[src/rtl/lpb_pkg.sv]
// Purpose: Shared constants and types for the loop port bypass control
// Assumes: One 250 MHz core clock; straps are static levels
// Notes: Port count, interval and filter depth are fixed
package lpb_pkg;
  localparam int unsigned NUM_PORTS = 5;
  localparam int unsigned INTERVAL_LOG2 = 15;
  localparam logic [15:0] INTERVAL_BITS = 16'h8000;
  localparam logic [2:0] FILTER_DEPTH = 3'h4;
  localparam logic [2:0] SINGLE_DEPTH = 3'h1;
  localparam logic [4:0] INSERT_RST = 5'h1F;
  localparam logic [15:0] REF_FAST_KHZ = 16'h9F04;
  localparam logic [15:0] REF_SLOW_KHZ = 16'h4F82;
  localparam logic [2:0] LOCK_WAIT_CYC = 3'h4;

  // Static strap group
  typedef struct packed {
    logic ref_rate_sel;
    logic valid_check_src_sel;
    logic recovery_insert_sel;
    logic line_rate_sel;
    logic equalizer_sel;
    logic output_gate_sel;
    logic valid_filter_sel;
  } lpb_straps_s;

  // Recovery stage state
  typedef enum logic [1:0] {
    LPB_IDLE = 2'b00,
    LPB_ACQ = 2'b01,
    LPB_LOCK = 2'b10
  } lpb_cdr_e;
endpackage

[src/rtl/lpb_valid_mon.sv]
// Purpose: Data-valid monitor flagging errors over fixed bit intervals
// Assumes: bit_en pulses once per recovered bit
// Notes: Flag updates only at interval boundaries
`timescale 1ns/1ps
module lpb_valid_mon (
  // Clock and reset
  input wire logic clk,
  input wire logic rst_n,
  // Stream
  input wire logic bit_en,
  input wire logic char_err,
  input wire logic filter_sel,
  // Result
  output logic data_valid
);
  logic [15:0] bit_cnt_q;
  logic err_seen_q;
  logic [2:0] bad_run_q;
  logic [2:0] good_run_q;
  logic valid_q;
  logic boundary;
  logic bad_int;
  logic [2:0] depth;
  logic [2:0] bad_nxt;
  logic [2:0] good_nxt;

  // Interval end and depth decode
  assign boundary = bit_en && (bit_cnt_q == lpb_pkg::INTERVAL_BITS - 16'h1);
  assign bad_int = err_seen_q || (bit_en && char_err);
  assign depth = filter_sel ? lpb_pkg::FILTER_DEPTH
                            : lpb_pkg::SINGLE_DEPTH;
  // Saturating runs; clamp so a filter change cannot wrap them
  assign bad_nxt = bad_int ? ((bad_run_q >= depth) ? depth
                              : bad_run_q + 3'h1) : 3'h0;
  assign good_nxt = !bad_int ? ((good_run_q >= depth) ? depth
                                : good_run_q + 3'h1) : 3'h0;

  // Bit counting in recovered-clock cycles
  always_ff @(posedge clk or negedge rst_n) begin
    if (!rst_n) begin
      bit_cnt_q <= 16'h0;
      err_seen_q <= 1'b0;
    end else if (bit_en) begin
      bit_cnt_q <= boundary ? 16'h0 : bit_cnt_q + 16'h1;
      err_seen_q <= boundary ? 1'b0 : bad_int;
    end
  end

  // Flag update at boundaries only
  always_ff @(posedge clk or negedge rst_n) begin
    if (!rst_n) begin
      bad_run_q <= 3'h0;
      good_run_q <= 3'h0;
      valid_q <= 1'b0;
    end else if (boundary) begin
      bad_run_q <= bad_nxt;
      good_run_q <= good_nxt;
      if (bad_nxt >= depth) begin
        valid_q <= 1'b0;
      end else if (good_nxt >= depth) begin
        valid_q <= 1'b1;
      end
    end
  end

  assign data_valid = valid_q;
endmodule

[src/rtl/lpb_top.sv]
// Purpose: Five-port loop port bypass switch control with recovery stage
// Assumes: Straps and stream strobes are synchronous to clk
// Notes: Undriven straps are modelled as already pulled high upstream;
//   every strap except the two valid monitor selects reaches its output one edge after it is sampled;
//   recovery status inputs are abstract strobes, not analog lock;
//   the valid monitor is frozen whenever the recovery is unlocked
`timescale 1ns/1ps
module lpb_top (
  // Clock and reset
  input wire logic clk,
  input wire logic rst_n,
  // Straps
  input wire logic [4:0] port_insert_n_pu,
  input wire lpb_pkg::lpb_straps_s straps,
  input wire logic [4:0] port_select_term_x,
  // Recovery stage status
  input wire logic ref_edge,
  input wire logic freq_ok,
  input wire logic data_edge,
  // Received stream strobes
  input wire logic bit_en,
  input wire logic [4:0] port_char_err,
  // Switch controls
  output logic [4:0] loop_switch_cell,
  output logic cdr_in_path,
  output logic line_rate_fast,
  output logic [15:0] ref_expect_khz,
  output logic [4:0] eq_enable,
  output logic [4:0] port_tx_x_en,
  output logic cdr_locked,
  output logic port0_data_valid
);
  // Registered controls, recovery state and decode wires
  logic [4:0] insert_q;
  logic cdr_q;
  logic rate_q;
  logic [15:0] ref_q;
  logic [4:0] eq_q;
  logic [4:0] tx_q;
  lpb_pkg::lpb_cdr_e st_q;
  lpb_pkg::lpb_cdr_e st_d;
  logic [2:0] wait_q;
  logic mon_err;
  logic valid_w;
  logic [4:0] eq_d;
  logic [4:0] tx_d;
  logic [15:0] ref_sel_code;
  logic lock_entry;
  logic mon_bit_en;

  // Port stays enabled unless global and per-port terms are both low
  function automatic logic term_gate(input logic global_sel,
                                     input logic port_term);
    return global_sel || port_term;
  endfunction

  // Per-port equalizer and output gating
  genvar g;
  generate
    for (g = 0; g < lpb_pkg::NUM_PORTS; g++) begin : g_port
      assign eq_d[g] = term_gate(straps.equalizer_sel,
                                 port_select_term_x[g]);
      assign tx_d[g] = term_gate(straps.output_gate_sel,
                                 port_select_term_x[g]);
    end
  endgenerate

  // Error source: port 0 after recovery, else any port
  assign mon_err = straps.valid_check_src_sel ? port_char_err[0]
                   : |port_char_err;

  // Reference code select; the fast code is a tag, not a kHz count
  assign ref_sel_code = straps.ref_rate_sel ? lpb_pkg::REF_FAST_KHZ
                                            : lpb_pkg::REF_SLOW_KHZ;

  // Lock entry needs settled frequency, full dwell and a data edge
  assign lock_entry = freq_ok && data_edge
                      && (wait_q == lpb_pkg::LOCK_WAIT_CYC);

  // Bits before lock are untrusted, so the monitor stays frozen
  assign mon_bit_en = bit_en && (st_q == lpb_pkg::LPB_LOCK);

  // Insert straps; a floating pin reads high, so reset bypasses
  // every port and each disk joins the loop only once its pin goes low
  always_ff @(posedge clk or negedge rst_n) begin
    if (!rst_n) begin
      insert_q <= lpb_pkg::INSERT_RST;
    end else begin
      insert_q <= port_insert_n_pu;
    end
  end

  // Recovery placement and line rate follow their straps
  always_ff @(posedge clk or negedge rst_n) begin
    if (!rst_n) begin
      cdr_q <= 1'b1;
      rate_q <= 1'b1;
    end else begin
      cdr_q <= straps.recovery_insert_sel;
      rate_q <= straps.line_rate_sel;
    end
  end

  // Expected reference code
  always_ff @(posedge clk or negedge rst_n) begin
    if (!rst_n) begin
      ref_q <= lpb_pkg::REF_FAST_KHZ;
    end else begin
      ref_q <= ref_sel_code;
    end
  end

  // Equalizer and transmit enables, registered per port
  always_ff @(posedge clk or negedge rst_n) begin
    if (!rst_n) begin
      eq_q <= 5'h1F;
      tx_q <= 5'h1F;
    end else begin
      eq_q <= eq_d;
      tx_q <= tx_d;
    end
  end

  // Recovery: reference acquisition precedes data lock
  always_comb begin
    st_d = st_q;
    case (st_q)
      lpb_pkg::LPB_IDLE: begin
        if (ref_edge) begin
          st_d = lpb_pkg::LPB_ACQ;
        end
      end
      lpb_pkg::LPB_ACQ: begin
        if (lock_entry) begin
          st_d = lpb_pkg::LPB_LOCK;
        end
      end
      lpb_pkg::LPB_LOCK: begin
        if (!freq_ok) begin
          st_d = lpb_pkg::LPB_ACQ;
        end
      end
      default: begin
        st_d = lpb_pkg::LPB_IDLE;
      end
    endcase
  end

  // Recovery state register
  always_ff @(posedge clk or negedge rst_n) begin
    if (!rst_n) begin
      st_q <= lpb_pkg::LPB_IDLE;
    end else begin
      st_q <= st_d;
    end
  end

  // Dwell counts reference edges only; a frequency drop restarts it
  // so a marginal reference cannot creep into lock
  always_ff @(posedge clk or negedge rst_n) begin
    if (!rst_n) begin
      wait_q <= 3'h0;
    end else if (st_q != lpb_pkg::LPB_ACQ || !freq_ok) begin
      wait_q <= 3'h0;
    end else if (ref_edge && wait_q != lpb_pkg::LOCK_WAIT_CYC) begin
      wait_q <= wait_q + 3'h1;
    end
  end

  // Monitor sees bits only while locked; its interval count is
  // held, not cleared, across a lock loss
  lpb_valid_mon u_mon (
    .clk(clk),
    .rst_n(rst_n),
    .bit_en(mon_bit_en),
    .char_err(mon_err),
    .filter_sel(straps.valid_filter_sel),
    .data_valid(valid_w)
  );

  // Lock status from a flop, one edge behind the state
  always_ff @(posedge clk or negedge rst_n) begin
    if (!rst_n) begin
      cdr_locked <= 1'b0;
    end else begin
      cdr_locked <= (st_q == lpb_pkg::LPB_LOCK);
    end
  end

  // Valid flag retimed so the output comes from a top-level flop
  always_ff @(posedge clk or negedge rst_n) begin
    if (!rst_n) begin
      port0_data_valid <= 1'b0;
    end else begin
      port0_data_valid <= valid_w;
    end
  end

  // Remaining outputs copy their flops
  assign loop_switch_cell = insert_q;
  assign cdr_in_path = cdr_q;
  assign line_rate_fast = rate_q;
  assign ref_expect_khz = ref_q;
  assign eq_enable = eq_q;
  assign port_tx_x_en = tx_q;
endmodule

[config.mk]
export PLATFORM = sky130hd
export DESIGN_NAME = lpb_top
export DESIGN_NICKNAME = d
export VERILOG_FILES = /design/src/rtl/lpb_pkg.sv /design/src/rtl/lpb_valid_mon.sv /design/src/rtl/lpb_top.sv
export SDC_FILE = /design/constraint.sdc
export NUM_CORES = 1
export LEC_CHECK = 0
export ABC_CLOCK_PERIOD_IN_PS = 6300
export BUFFER_PORTS_ARGS = -buffer_cell sky130_fd_sc_hd__buf_2
export CAP_MARGIN = 20
export CORE_ASPECT_RATIO = 1.25
export CORE_UTILIZATION = 30
export DETAILED_ROUTE_END_ITERATION = 8
export PLACE_DENSITY_LB_ADDON = 0.25
export SLEW_MARGIN = 20
export SYNTH_ARGS = -nofsm -noshare
export SYNTH_HDL_FRONTEND = slang
export SYNTH_HIERARCHICAL = 1
export SYNTH_SLANG_ARGS = --single-unit
export TNS_END_PERCENT = 100
[constraint.sdc]
create_clock -name clk -period 6.3 [get_ports clk]
set_input_delay 1.26 -clock clk [delete_from_list [all_inputs] [get_ports clk]]
set_output_delay 1.26 -clock clk [all_outputs]
set_load 0.01 [all_outputs]
==> impl_metrics.py <==
metrics = {
    "timing": {
        "grt_setup_unrepaired": "false",
        "final_worst_clock_skew_ns": 0.00618,
        "share_of_the_cycle_needed_by_the_critical_path_after_routing_pct": 56.6,
        "maxClockFrequency_mhz": 281,
        "finalCriticalPeriod_ns": 3.56,
        "maxSlewViolCount": 0,
        "worstMarginPinSlew_ns": 0.615,
        "setup_viol_count_final": 0,
        "fin_setup_tns_ns": 0,
        "setup_ws_ns": 2.74,
        "worst_rel_slew_slack_pct": 58.7,
        "final_hold_fails": 0,
    },
    "synthesis": {
        "synth_common_cells": "32 x dfrtp_1, 18 x dfstp_2, 14 x buf_4, 13 x ha_1",
        "synth_area_mm2": 0.00247,
        "synthesis.yosys.warnings": 6,
        "ys_seq_area_share_pct": 51.6,
        "synth_enable_flop_cells": 0,
        "synth_adder_area_share_pct": 6.59,
        "main_synth_ff_type": "dfrtp_1",
        "share_of_flip_flops_with_an_asynchronous_set_or_reset_pct": 100,
        "muxShareOfSynthArea_pct": 2.58,
        "netlist_top_cells_area": "dfrtp_1 32%, dfstp_2 19%, ha_1 6.6%",
        "main_combinational_cell_family_by_area_after_synthesis": "simple AND/OR/NAND/NOR gates",
        "synth_most_common_cell": "dfrtp_1",
        "synth-xor-area-share_pct": 4.96,
        "share_of_the_synthesized_area_in_compound_gates_ao_oa_aoi_oai_pct": 9.27,
        "ys_seq_elements": 50,
        "synth_simple_gate_area_share_pct": 17.7,
        "synthDominantAreaCellType": "dfrtp_1",
        "ys_types": 53,
        "yosys.area.top_type_share_pct": 32.4,
        "syn_area_per_cell_um2": 11.5,
        "synth_cells": 214,
    },
    "routing": {
        "ant_nets": 0,
        "routedWlPerCell_um": 12.2,
        "route.detailed.drc": 0,
        "dr_total_vias": 1695,
        "initialDrtViolationCount": 60,
        "via_per_inst": 4.70,
        "wl_mm": 4.41,
        "firstDrtPassIters": 4,
    },
    "clock_network": {
        "post_cts_resize_count": 0,
        "htree_levels": 2,
        "cts.reportedPaths.clkPinSlew_ns": 0.09,
        "cts_root_buf": "clkbuf_8",
        "cts_tree": "done",
        "cts.hold.buffers_added": 0,
        "cts_setup_buffers": 0,
        "cts_buffer_depth": 2,
        "cts-buffers-inserted": 5,
        "cts.sink_count": 50,
        "clk_latency_ns": 0.30,
    },
    "final_layout": {
        "design.final.nets": 306,
        "nFillCells": 791,
        "final_design_area_no_fill_mm2": 0.00289,
        "drive_above_1_share_pct": 37.2,
        "antenna-diode-count": 0,
        "regArea_mm2": 0.00127,
        "syn2layout_area_growth_pct": 16.9,
        "multi_input_area_mm2": 0.00105,
    },
    "floorplan": {
        "chipWidth_um": 83.2,
        "initial_cell_density_of_the_core_pct": 31.3,
        "design.die.area_mm2": 0.00860,
        "design.portCount": 63,
        "floorplan.rows": 36,
        "core_area_mm2": 0.00788,
        "die_y_um": 103,
    },
    "hold_path": {
        "timing.hold.worst.class": "flip-flop to flip-flop",
    },
    "worst_setup_path": {
        "critical-path-top-delay-family": "compound AO/OA/AOI/OAI gates",
        "critical_path.max_fanout": 10,
        "path_cells": "buf_2 -> inv_1 -> ha_1 -> or3b_2 -> a2111oi_0 -> a31oi_1 -> ha_1 -> nand2b_1 -> a21oi_1 -> o21ai_0 -> a211oi_1",
        "critical_path_class": "primary input to flip-flop",
        "critical_path_sink_type": "flip-flop",
        "critical_path.most_common_cell": "ha_1",
        "critPathLaunchType": "primary input",
        "critPathArrivalTime_ns": 3.78,
        "cp_slowest_stage_delay_ns": 0.50,
        "worstPathRequired_ns": 6.51,
        "cp.buffers_inverters": 2,
        "cp_max_delay_cell": "or3b_2",
    },
    "power": {
        "comb_power_share_pct": 8.0,
        "cellInternalPower_w": 0.000498,
        "irDropWorstVdd_mv": 0.0900,
        "clockPowerShare_pct": 39.1,
        "report.power.total_w": 0.000635,
        "seqPwrFrac_pct": 52.9,
        "switching_share_pct": 21.6,
        "switching_power_w": 0.000138,
        "p_per_area_mw_per_mm2": 220,
        "power_leakage_nw": 1.37,
    },
    "global_routing": {
        "globalRouteOverflowTotal": 0,
        "grt_max_degree": 51,
        "grt_pass1_wl_mm": 7.48,
        "track_usage_pct": 10.9,
        "grt_antenna_before_repair": 0,
        "number_of_global_route_vias_before_repair": 1660,
    },
    "run_status": {
        "outcome": "finished, final reports clean",
    },
    "placement": {
        "detailedPlace.worstSlack_ns": 2.42,
        "portBuffers": 52,
        "detailed_place.area_mm2": 0.00275,
        "hpwlAfterDp_mm": 3.21,
        "globalplace.congestion": 0.764,
    },
    "job": {
        "max_cap_violations": 0,
    },
}
## power groups by stage
stage	logic (W)	clock network [W]	registers [W]
after floorplan	0.0000273	0	0.000346
after global placement	0.0000513	0	0.000342
after detailed placement	0.0000521	0	0.000342
after CTS	0.0000521	0.000263	0.000337
after global routing	0.0000590	0.000272	0.000338
final	0.0000508	0.000248	0.000336
## state kept, by name (all words and copies together), names as in the netlist, 2 cells and up
name and cells:
ref_expect_khz 2, port_tx_x_en 5, eq_enable 5, wait_q 3, loop_switch_cell 5, u_mon/good_run_q 3, u_mon/bad_run_q 3, st_q 2
u_mon/bit_cnt_q 16
## layer usage
| layer | GRT usage (%) | routed length (um) | part of all wire [%] | vias to the layer above |
|---|---|---|---|---|
| met2 | 18.9 | 2210 | 50 | 34 |
| met3 | 2.54 | 159 | 3.6 | 6 |
| li1 | - | - | - | 834 |
| met5 | 0 | 0 | 0 | - |
| met4 | 4.38 | 66 | 1.5 | 0 |
| met1 | 13.1 | 1970 | 45 | 821 |
## cell families (layout without fill, tap and decap cells)
family | Yosys count | count (layout)
buffers and inverters | 28 | 72
muxes | 6 | 6
xor gates and xnor gates | 14 | 14
AOI/OAI and AO/OA | 31 | 31
other | 2 | 10
DFF | 50 | 50
adders and majority gates | 13 | 13
and+or+nand+nor | 70 | 70
## placed cells by master, fill, tap and decap left out, types with 2 or more instances in the layout
master,instances
nor2_1,11
xor2_1,3
nand4b_1,3
a21o_1,3
or2_1,3
nand4_1,3
buf_2,52
a211oi_1,4
nand2_1,8
nor4_1,3
mux2i_1,3
a2111oi_0,2
a21oi_1,6
or3_1,2
nor3_1,5
conb_1,10
and3_1,3
clkbuf_8,5
ha_1,13
nand3_1,6
o21ai_0,3
xnor2_1,11
inv_1,11
dfrtp_1,32
mux2_2,3
dfstp_2,18
o31ai_1,3
or2_2,9
## worst paths after layout
path                                   from                  end  slack (ns)  cells after the start
hold / removal             u_mon/data_valid     port0_data_valid        0.43                      0
hold reg to reg            u_mon/data_valid     port0_data_valid        0.43                      0
max in group asynchronous             rst_n   u_mon/bit_cnt_q[2]        4.84                      2
setup / recovery                  straps[0]     u_mon/data_valid        2.74                     11
setup reg to reg                    st_q[1]  u_mon/good_run_q[2]        3.38                      6
min in group asynchronous             rst_n            wait_q[0]        1.05                      2
## area by class of cell
class / instances / share of cell area, %
Timing Repair Buffer: 53 / 9.28
Inverter: 11 / 1.43
Clock inverter: 2 / 1.34
Tap cell: 95 / 4.12
Multi-Input combinational cell: 144 / 36.5
Sequential cell: 50 / 44.1
Clock buffer: 6 / 3.25
## per-stage QoR
stage,cells,util [%],hold slack (ns)
finish,361,36.6,0.432
global route,361,36.6,0.452
CTS,361,36.6,0.440
detailed placement,353,34.9,0.416
global placement,353,34.9,0.424
floorplan,222,-,0.371
(Power assumes the default switching activity.)
